File: config.mk
export PLATFORM = sky130hd
export DESIGN_NAME = pmr_power_mode_control
export DESIGN_NICKNAME = d
export VERILOG_FILES = /design/src/hdl/pmr_pkg.sv /design/src/hdl/pmr_power_mode_control.sv
export SDC_FILE = /design/constraint.sdc
export NUM_CORES = 1
export LEC_CHECK = 0
export BUFFER_PORTS_ARGS = -buffer_cell sky130_fd_sc_hd__buf_2
export CORE_MARGIN = 2
export CORE_UTILIZATION = 55
export DETAILED_ROUTE_END_ITERATION = 7
export PLACE_DENSITY_LB_ADDON = 0.15
export SYNTH_ARGS = -nofsm -noshare
export SYNTH_HDL_FRONTEND = slang
export SYNTH_SLANG_ARGS = --single-unit
File: constraint.sdc
create_clock -name clk -period 7.4 [get_ports clk]
set_clock_uncertainty 0.2 [all_clocks]
set_input_delay 1.48 -clock clk [delete_from_list [all_inputs] [get_ports clk]]
set_output_delay 1.48 -clock clk [all_outputs]
set_load 0.05 [all_outputs]
File: src/hdl/pmr_pkg.sv
// package for the power mode control and retention block
package pmr_pkg;

    // register byte offsets
    localparam logic [7:0] OFF_POWER_MODE_CONTROL = 8'h00;
    localparam logic [7:0] OFF_RETENTION_SCRATCH_0 = 8'h04;
    localparam logic [7:0] OFF_RETENTION_SCRATCH_1 = 8'h08;
    localparam logic [7:0] OFF_RETENTION_SCRATCH_2 = 8'h0c;
    localparam logic [7:0] OFF_RETENTION_SCRATCH_3 = 8'h10;
    localparam logic [7:0] OFF_RETENTION_SCRATCH_WAKE_HYSTERESIS = 8'h14;
    localparam logic [7:0] OFF_IRQ_STATUS = 8'h18;
    localparam logic [7:0] OFF_IRQ_MASK = 8'h1c;

    // power mode control fields
    localparam int DEEP_POWERDOWN_SELECT_BIT = 1;
    localparam int SLEEP_ENTERED_FLAG_BIT = 8;
    localparam int DEEP_POWERDOWN_ENTERED_FLAG_BIT = 11;

    // wake hysteresis register fields
    localparam int WAKE_PIN_HYSTERESIS_ENABLE_BIT = 10;
    localparam int RETAINED_DATA_LSB = 11;
    localparam logic [31:0] HYST_REG_WRITE_MASK = 32'hfffffc00;

    // interrupt status bits
    localparam int IRQ_SLEEP_BIT = 0;
    localparam int IRQ_DEEP_POWERDOWN_BIT = 1;
    localparam logic [31:0] IRQ_VALID_MASK = 32'h00000003;

    // reset values
    localparam logic [31:0] POWER_MODE_CONTROL_RESET = 32'h00000000;
    localparam logic [31:0] RETENTION_RESET = 32'h00000000;
    localparam logic [1:0] IRQ_RESET = 2'h0;

    localparam int NUM_SCRATCH = 5;

    typedef enum logic [1:0] {
        PMR_ACTIVE,
        PMR_SLEEP,
        PMR_DEEP_POWERDOWN
    } pmr_mode_t;

    typedef struct packed {
        pmr_mode_t mode;
        logic deepPowerdownSelect;
        logic sleepEnteredFlag;
        logic deepPowerdownEnteredFlag;
        logic [1:0] irqStatus;
        logic [1:0] irqMask;
        logic [31:0] readData;
    } pmr_state_t;

endpackage

File: src/hdl/pmr_power_mode_control.sv
// power mode control and retention registers
//
// The strobed register port was chosen for this implementation.
`timescale 1ns/1ps

// Summary of operation
// - select bit 1 chooses sleep (0) or deep power-down (1) on wait-for-interrupt.
// - sleep flag bit 8 sets on any low-power entry; write 1 clears it.
// - deep power-down flag bit 11 sets on deep power-down entry; write 1 clears.
// - four 32-bit retention registers keep contents through deep power-down.
// - retention registers reset only by cold power-on, not by other resets.
// - fifth retention register keeps data bits 31:11 like the others.
// - bit 10 of fifth retention register drives wake pin hysteresis; resets 0.
module pmr_power_mode_control (
    // clock and resets
    input wire logic clk,
    input wire logic rst,
    input wire logic coldRst,
    // register port
    input wire logic [7:0] regAddr,
    input wire logic [31:0] regWriteData,
    input wire logic regWrite,
    input wire logic regRead,
    output logic [31:0] regReadData,
    // core sleep interface
    input wire logic sleepRequest,
    input wire logic wakeEvent,
    output logic coreClockStop,
    output logic corePowerOff,
    // pins and interrupt
    output logic wakePinHysteresisEnable,
    output logic irq
);

    pmr_pkg::pmr_state_t state;
    pmr_pkg::pmr_state_t next_state;
    logic [31:0] scratch [pmr_pkg::NUM_SCRATCH];
    logic [31:0] powerControl;
    logic [31:0] muxData;
    logic wrPower;
    logic enterSleep;
    logic enterDeep;
    logic [2:0] wordIndex;
    logic addrInScratch;

    assign wrPower = regWrite && regAddr == pmr_pkg::OFF_POWER_MODE_CONTROL;
    assign wordIndex = regAddr[4:2] - 3'h1;
    assign addrInScratch = regAddr[1:0] == 2'h0 && regAddr >= pmr_pkg::OFF_RETENTION_SCRATCH_0
        && regAddr <= pmr_pkg::OFF_RETENTION_SCRATCH_WAKE_HYSTERESIS;
    // entries only from active mode, so a held request does not re-trigger
    assign enterSleep = state.mode == pmr_pkg::PMR_ACTIVE && sleepRequest && !state.deepPowerdownSelect;
    assign enterDeep = state.mode == pmr_pkg::PMR_ACTIVE && sleepRequest && state.deepPowerdownSelect;

    always_comb begin
        powerControl = pmr_pkg::POWER_MODE_CONTROL_RESET;
        powerControl[pmr_pkg::DEEP_POWERDOWN_SELECT_BIT] = state.deepPowerdownSelect;
        powerControl[pmr_pkg::SLEEP_ENTERED_FLAG_BIT] = state.sleepEnteredFlag;
        powerControl[pmr_pkg::DEEP_POWERDOWN_ENTERED_FLAG_BIT] = state.deepPowerdownEnteredFlag;
    end

    always_comb begin
        case (regAddr)
            pmr_pkg::OFF_POWER_MODE_CONTROL: muxData = powerControl;
            pmr_pkg::OFF_IRQ_STATUS: muxData = {30'h0, state.irqStatus};
            pmr_pkg::OFF_IRQ_MASK: muxData = {30'h0, state.irqMask};
            default: begin
                muxData = addrInScratch ? scratch[wordIndex] : 32'h00000000;
            end
        endcase
    end

    always_comb begin
        next_state = state;
        next_state.readData = regRead ? muxData : state.readData;
        // mode sequencing
        case (state.mode)
            pmr_pkg::PMR_ACTIVE: begin
                if (enterDeep) begin
                    next_state.mode = pmr_pkg::PMR_DEEP_POWERDOWN;
                end else if (enterSleep) begin
                    next_state.mode = pmr_pkg::PMR_SLEEP;
                end
            end
            pmr_pkg::PMR_SLEEP, pmr_pkg::PMR_DEEP_POWERDOWN: begin
                if (wakeEvent) begin
                    next_state.mode = pmr_pkg::PMR_ACTIVE;
                end
            end
            default: next_state.mode = pmr_pkg::PMR_ACTIVE;
        endcase
        // control writes; reserved bits are simply not stored
        if (wrPower) begin
            next_state.deepPowerdownSelect = regWriteData[pmr_pkg::DEEP_POWERDOWN_SELECT_BIT];
            if (regWriteData[pmr_pkg::SLEEP_ENTERED_FLAG_BIT]) begin
                next_state.sleepEnteredFlag = 1'b0;
            end
            if (regWriteData[pmr_pkg::DEEP_POWERDOWN_ENTERED_FLAG_BIT]) begin
                next_state.deepPowerdownEnteredFlag = 1'b0;
            end
        end
        // a new entry wins over a same-cycle clear
        if (enterSleep || enterDeep) begin
            next_state.sleepEnteredFlag = 1'b1;
        end
        if (enterDeep) begin
            next_state.deepPowerdownEnteredFlag = 1'b1;
        end
        // interrupt status: read clears, set wins
        if (regRead && regAddr == pmr_pkg::OFF_IRQ_STATUS) begin
            next_state.irqStatus = 2'h0;
        end
        if (regWrite && regAddr == pmr_pkg::OFF_IRQ_MASK) begin
            next_state.irqMask = regWriteData[1:0] & pmr_pkg::IRQ_VALID_MASK[1:0];
        end
        if (enterSleep || enterDeep) begin
            next_state.irqStatus[pmr_pkg::IRQ_SLEEP_BIT] = 1'b1;
        end
        if (enterDeep) begin
            next_state.irqStatus[pmr_pkg::IRQ_DEEP_POWERDOWN_BIT] = 1'b1;
        end
    end

    always_ff @(posedge clk or posedge rst) begin
        if (rst) begin
            state.mode <= pmr_pkg::PMR_ACTIVE;
            state.deepPowerdownSelect <= 1'b0;
            state.sleepEnteredFlag <= 1'b0;
            state.deepPowerdownEnteredFlag <= 1'b0;
            state.irqStatus <= pmr_pkg::IRQ_RESET;
            state.irqMask <= pmr_pkg::IRQ_RESET;
            state.readData <= 32'h00000000;
        end else begin
            state <= next_state;
        end
    end

    // retention storage sits on the cold reset only, so warm resets and
    // deep power-down exit keep it; the always-on supply is assumed here
    genvar gi;
    generate
        for (gi = 0; gi < pmr_pkg::NUM_SCRATCH; gi++) begin : g_scratch
            logic [31:0] writeMask;
            assign writeMask = (gi == pmr_pkg::NUM_SCRATCH - 1) ? pmr_pkg::HYST_REG_WRITE_MASK : 32'hffffffff;
            always_ff @(posedge clk or posedge coldRst) begin
                if (coldRst) begin
                    scratch[gi] <= pmr_pkg::RETENTION_RESET;
                end else if (regWrite && addrInScratch && wordIndex == 3'(gi)) begin
                    scratch[gi] <= regWriteData & writeMask;
                end
            end
        end
    endgenerate

    assign wakePinHysteresisEnable =
        scratch[pmr_pkg::NUM_SCRATCH - 1][pmr_pkg::WAKE_PIN_HYSTERESIS_ENABLE_BIT];
    assign coreClockStop = state.mode != pmr_pkg::PMR_ACTIVE;
    assign corePowerOff = state.mode == pmr_pkg::PMR_DEEP_POWERDOWN;
    assign regReadData = state.readData;
    assign irq = |(state.irqStatus & state.irqMask);

endmodule

== Yosys cells after proc, flatten, opt, wreduce, memory -nomap -nowiden ==
Index checks and enable logic that the tools add are counted.

* Shift operators: 0
* $add $sub $neg: 1
* Bitwise operators: 2
* Mux-type cells: 17
* Multiply operators: 0
* Eq/ne operators: 10
* $lt $le $gt $ge: 3
* Divide/modulo/power cells: 0
* Reduce and logical (&&, ||, !) cells: 32

{| class="wikitable"
|+ Operator list
! cell !! number
|-
| binary-select mux 32 bit (select 3 bit) || 1
|-
| 2-to-1 mux 32 bit || 3
|-
| one-hot mux 32 bit (3 select lines) || 1
|-
| == test 8 x 5 -> 1 bit, second input constant || 2
|-
| logical AND 1 bit || 14
|-
| nonzero test 2 bit || 7
|-
| 2-to-1 mux 2 bit || 5
|-
| >= comparator 8 x 3 -> 1 bit, second input constant || 1
|-
| <= comparator 8 x 5 -> 1 bit, second input constant || 1
|-
| zero test 8 bit || 1
|-
| == test 3 x 2 -> 1 bit, second input constant || 2
|-
| 2-to-1 mux 1 bit || 6
|-
| AND reduction 2 bit || 3
|-
| >= comparator 4 bit, second input constant || 1
|-
| zero test 2 bit || 2
|-
| inverter 3 -> 4 bit || 1
|-
| one-hot mux 2 bit (2 select lines) || 1
|-
| OR reduction 2 bit || 2
|-
| == test 3 x 1 -> 1 bit, second input constant || 1
|-
| == test 3 bit, second input constant || 1
|-
| zero test 3 bit || 1
|-
| != test 3 bit, second input constant || 1
|-
| subtractor 3 x 1 -> 3 bit, second input constant || 1
|-
| AND 2 bit || 1
|-
| 5 further kinds || 5
|}

* Word-level logic and storage cells: 78
* Memories kept: 0
* RAM bits: 0
* Input bits: 47
* Flip-flop bits (word level): 191
* Bits in latches: 0
* Bits in read-only memories: 0

== Logic depth before layout (Yosys ltp) ==
* Word-level depth: 7
* Mapped depth: 9
* Mapped depth without buffers: 6

== Worst setup path after synthesis ==
Ideal clock, no wire load.

* Kind: in2reg
* Start: input regAddr[2]
* End: register scratch[32] in the netlist's numbering
* Arrival: 3.490 ns
* Data required time: 7.075 ns
* Path buffers: 4
* Stages: 9
* Slack: 3.585 ns
* Library setup time: 0.125 ns
* Path through: buf_2 -> buf_2 -> inv_1 -> ha_1 -> xnor2_2 -> buf_4 -> nand3_4 -> buf_6 -> mux2_4

* Word-level cells in the longest chain between the ends: 5
* Elaborated cells on any way between the ends: 8
* Those cells by class: 1 x add/sub; 2 x order compare; 1 x eq/ne; 4 x reduce/logical

{| class="wikitable"
|+ Ends and longest elaborated chain
! what !! RTL line !! text
|-
| start, declared || pmr_power_mode_control.sv:20 || <nowiki>input wire logic [7:0] regAddr,</nowiki>
|-
| >= comparator 8 x 3 -> 1 bit || pmr_power_mode_control.sv:48 || <nowiki>assign addrInScratch = regAddr[1:0] == 2'h0 && regAddr >= pmr_pkg::OFF_RETENTION_SCRATCH_0</nowiki>
|-
| logical AND 1 bit || pmr_power_mode_control.sv:48 ||
|-
| logical AND 1 bit || pmr_power_mode_control.sv:49 || <nowiki>&& regAddr <= pmr_pkg::OFF_RETENTION_SCRATCH_WAKE_HYSTERESIS;</nowiki>
|-
| logical AND 1 bit || pmr_power_mode_control.sv:147 || <nowiki>end else if (regWrite && addrInScratch && wordIndex == 3'(gi)) begin</nowiki>
|-
| logical AND 1 bit * || pmr_power_mode_control.sv:147 ||
|-
| end signal, assigned by index || pmr_power_mode_control.sv:146 || <nowiki>scratch[gi] <= pmr_pkg::RETENTION_RESET;</nowiki>
|-
| end signal, assigned by index || pmr_power_mode_control.sv:148 || <nowiki>scratch[gi] <= regWriteData & writeMask;</nowiki>
|-
| end, declared || pmr_power_mode_control.sv:37 || <nowiki>logic [31:0] scratch [pmr_pkg::NUM_SCRATCH];</nowiki>
|}

Mark *: on every way between the ends. The rest lies on a longest branch, timed or not.
A chain may end at the register's enable or synchronous reset.

== Worst setup path in the final report ==
* Start: input regAddr[2]
* End: register state (netlist bit regReadData[22])

* Word-level cells in the longest chain between the ends: 7
* Elaborated cells on any way between the ends: 14
* Those cells by class: 1 x add/sub; 2 x order compare; 2 x eq/ne; 5 x mux; 1 x bitwise; 3 x reduce/logical

{| class="wikitable"
|+ Ends and longest elaborated chain
! what !! RTL line !! text
|-
| subtractor 3 x 1 -> 3 bit || pmr_power_mode_control.sv:47 || <nowiki>assign wordIndex = regAddr[4:2] - 3'h1;</nowiki>
|-
| inverter 3 -> 4 bit (implied by the code) || pmr_power_mode_control.sv:67 || <nowiki>muxData = addrInScratch ? scratch[wordIndex] : 32'h00000000;</nowiki>
|-
| binary-select mux 32 bit (select 3 bit) || pmr_power_mode_control.sv:67 ||
|-
| 2-to-1 mux 32 bit (implied by the code) (2 in series) || pmr_power_mode_control.sv:67 ||
|-
| 2-to-1 mux 32 bit || pmr_power_mode_control.sv:67 ||
|-
| one-hot mux 32 bit (3 select lines) * || pmr_power_mode_control.sv:62 || <nowiki>case (regAddr)</nowiki>
|-
| end signal, assigned || pmr_power_mode_control.sv:133 || <nowiki>state <= next_state;</nowiki>
|-
| end, declared || pmr_power_mode_control.sv:35 || <nowiki>pmr_pkg::pmr_state_t state;</nowiki>
|}

Mark *: on every way between the ends. The rest lies on a longest branch, timed or not. The select of a mux whose other input is x is not followed.

==> flow_summary.yaml <==
pwr:
  cellInternalPower_w: 0.00169
  vdd.ir_drop.worst_mv: 0.168
  clkPwrFrac_pct: 38.9
  static-leakage-power_nw: 4.94
  switching_share_pct: 23.7
  cellPowerDensity_nw_per_um2: 224
  switching_power_w: 0.000526
  power_frac_seq_pct: 50.9
  fraction_of_power_consumed_by_combinational_cells_pct: 10.3
global_routing:
  top_usage_layer_grt: "met2"
  grtUsageMet3_pct: 4.33
  grt_overflow: 0
  pin_count_of_the_biggest_net_entering_global_routing: 83
  groute.layer.met1.usage_pct: 32.7
  groute.layer.met2.usage_pct: 33.2
  vias_in_the_first_global_route: 5460
  global_route.usage.total_pct: 22.0
  grt_first_pass_wirelength_um: 30200
  antenna_found_initial: 1
worst_hold_path:
  holdCritPathClass: "reg2reg"
  worstHoldStart: "regReadData[6]$_DFFE_PP0P_"
  worstHoldPathCells: 1
  min_to: "regReadData[6]$_DFFE_PP0P_"
critical_path:
  worstPathMaxFanout: 40
  arrival_ps: 4700
  crit-reg2reg-launch: "scratch[129]$_DFFE_PP0P_"
  worst_setup_path_startpoint: "regAddr[2]"
  setup.worst_path.end_class: "register"
  r2r_setup_slk_ps: 5600
  cp-start-kind: "input pin"
  criticalPathCategory: "in2reg"
  timing.reg2reg.worst_path_depth: 4
  required_ps: 7550
  rr_endpoint: "regReadData[1]$_DFFE_PP0P_"
timing:
  final_slew_violations: 0
  max_slew_margin_pct: 28.6
  rsz0062_at_grt: "no"
  tightestPinTransition_ps: 1070
  fmax_ghz: 0.220
  totalNegativeSetupSlack_ps: 0
  period_minus_slack_ps: 4550
  report.final.hold_viol_count: 0
  timing.hold.ws_ps: 282
  report.final.setup_viol: 0
  final_min_period_over_clock_period_pct: 61.5
logic_synthesis:
  ys_dominant_reg_cell: "sky130_fd_sc_hd__dfrtp_1"
  synth_fp_nets: 643
  synth_cell_type_count: 53
  yosysMostFrequentCell: "sky130_fd_sc_hd__dfrtp_1"
  async_reset_ff_share_pct: 100
  synth.top_cell.area_share_pct: 52.3
  syn_avg_cell_area_sq_um: 15.6
  synth-edff-count: 0
  synth_top_area_cell: "sky130_fd_sc_hd__dfrtp_1"
  yosysWarnings: 0
  ys_top_cells_by_area: "sky130_fd_sc_hd__dfrtp_1, sky130_fd_sc_hd__mux2_4, sky130_fd_sc_hd__mux4_2, sky130_fd_sc_hd__mux2_2, sky130_fd_sc_hd__mux2_1"
  synthTopCellsByCount: "sky130_fd_sc_hd__dfrtp_1, sky130_fd_sc_hd__mux2_4, sky130_fd_sc_hd__mux2_2"
  synth.yosys.seq_area_share_pct: 52.3
  synth_seq_cells: 191
  syn_inst: 587
  syn_area_sq_um: 9140
clock_tree:
  clk_path_buf_depth: 2
  cts_num_sinks: 191
  cts_hold_buffers: 0
  cts-resized-gates: 0
  tritoncts: "built"
  cts_root_buf: "sky130_fd_sc_hd__clkbuf_16"
  clkTransAtPathRegs_ps: 60
  htreeDepth: 4
  number_of_clock_buffers_inserted_by_tritoncts: 17
  cts_setup_buffers: 0
  worstSkewPairLatency_ps: 420
floorplanning:
  site_rows: 47
  die_footprint_sq_um: 17700
  dieHeight_um: 133
  chip_width_um: 133
  core_area_sq_um: 16400
  io_pins: 83
  initial_core_util_pct: 55.7
final_layout:
  finish.utilization_pct: 60.2
  synthToLayoutAreaGrowth_pct: 8.06
  fin_cells: 856
  share_of_layout_cells_above_drive_strength_1_pct: 45.0
  nFillCells: 1298
  design.final.nets: 681
placement:
  gpl.final_weighted_congestion: 0.730
  hpwl_um: 10800
  portBuffers: 82
  dp.cells: 826
drt:
  num_vias: 4894
  finalWirelength_um: 18000
  drt-wirelength-per-cell_um: 21.0
  viasPerCell: 5.72
  drt_iter0_markers: 376
  ant_nets: 0
  remaining_design_rule_violation_count: 0
  drt_pass1_iterations: 4
status:
  status: "complete, no violations"
flow_run:
  max-cap-violations: 0
cells in the final DEF, fill, tap and decap left out, types with 2 or more instances in the layout:
master,count
sky130_fd_sc_hd__a21oi_1,4
sky130_fd_sc_hd__clkbuf_16,17
sky130_fd_sc_hd__dfrtp_1,191
sky130_fd_sc_hd__buf_2,82
sky130_fd_sc_hd__and3_2,2
sky130_fd_sc_hd__a32oi_1,2
sky130_fd_sc_hd__clkinv_2,5
sky130_fd_sc_hd__nor2_1,2
sky130_fd_sc_hd__ha_1,9
sky130_fd_sc_hd__mux2_1,30
sky130_fd_sc_hd__nand2_1,6
sky130_fd_sc_hd__o2bb2ai_1,28
sky130_fd_sc_hd__mux4_2,30
sky130_fd_sc_hd__o21ai_1,2
sky130_fd_sc_hd__nand3_4,4
sky130_fd_sc_hd__o22ai_1,2
sky130_fd_sc_hd__nand3_1,10
sky130_fd_sc_hd__mux2_2,45
sky130_fd_sc_hd__inv_1,16
sky130_fd_sc_hd__a22o_1,4
sky130_fd_sc_hd__a22oi_1,20
sky130_fd_sc_hd__clkbuf_8,4
sky130_fd_sc_hd__mux2_4,80
sky130_fd_sc_hd__o31ai_1,3
sky130_fd_sc_hd__buf_4,5
worst max path at each step:
stage	cells after the start	slack, ps	endpoint
after floorplan	1	1680	scratch[100]$_DFFE_PP0P_
after global placement	8	2430	scratch[90]$_DFFE_PP0P_
after detailed placement	8	2360	scratch[86]$_DFFE_PP0P_
after CTS	8	2810	scratch[86]$_DFFE_PP0P_
after global routing	8	2580	regReadData[24]$_DFFE_PP0P_
final	8	2850	regReadData[22]$_DFFE_PP0P_
state kept, by name, summed over array words and instances (netlist names):
signal / flops
powerControl: 3
regReadData: 32
scratch: 149
state: 6
wakePinHysteresisEnable: 1
power by group through the flow:
stage / combinational [W] / sequential [W] / clock (W)
after global placement: 0.000223 / 0.00114 / 0
final: 0.000227 / 0.00113 / 0.000861
after global routing: 0.000251 / 0.00113 / 0.000930
after detailed placement: 0.000231 / 0.00114 / 0
after CTS: 0.000232 / 0.00113 / 0.000884
after floorplan: 0.000168 / 0.00114 / 0
worst max-delay path, cell delays in order:
cell,delay (ps)
sky130_fd_sc_hd__buf_2,70
sky130_fd_sc_hd__buf_4,590
sky130_fd_sc_hd__inv_1,270
sky130_fd_sc_hd__ha_1,390
sky130_fd_sc_hd__xor2_1,430
sky130_fd_sc_hd__and3_1,940
sky130_fd_sc_hd__a22oi_1,300
sky130_fd_sc_hd__o2bb2ai_1,190
routing by layer:
metal | up-vias | wire length (um)
li1 | 2208 | -
met1 | 2560 | 8620
met2 | 107 | 8380
met3 | 19 | 741
met4 | 0 | 267
met5 | - | 0
area by class of cell:
class                      count  area (sq um)  share of cell area (%)
clock buffer                  22           484                    4.90
clock inverter                 7          62.6                   0.633
inverter                      18          72.6                   0.735
multi-input combinational    310          3750                    38.0
antenna                        1          2.50                  0.0253
tap                          220           275                    2.79
sequential                   191          4780                    48.4
timing repair buffer          87           448                    4.54
cells by family after synthesis:
| logic type | after synthesis | synth area share [%] |
|---|---|---|
| compound gates | 73 | 6.31 |
| xor+xnor | 2 | 0.274 |
| fa+ha+maj | 9 | 1.23 |
| buf+inv | 86 | 6.79 |
| flops | 191 | 52.3 |
| mux | 185 | 29.8 |
| simple gates | 41 | 3.33 |
through the flow:
step	setup slack, ps	instance area [sq um]	total power [W]
finish	2850	9880	0.00222
global placement	2430	9330	0.00136
CTS	2810	9870	0.00224
floorplan	1680	9140	0.00130
global route	2580	9870	0.00231
detailed placement	2360	9330	0.00138
(Power assumes the default switching activity.)
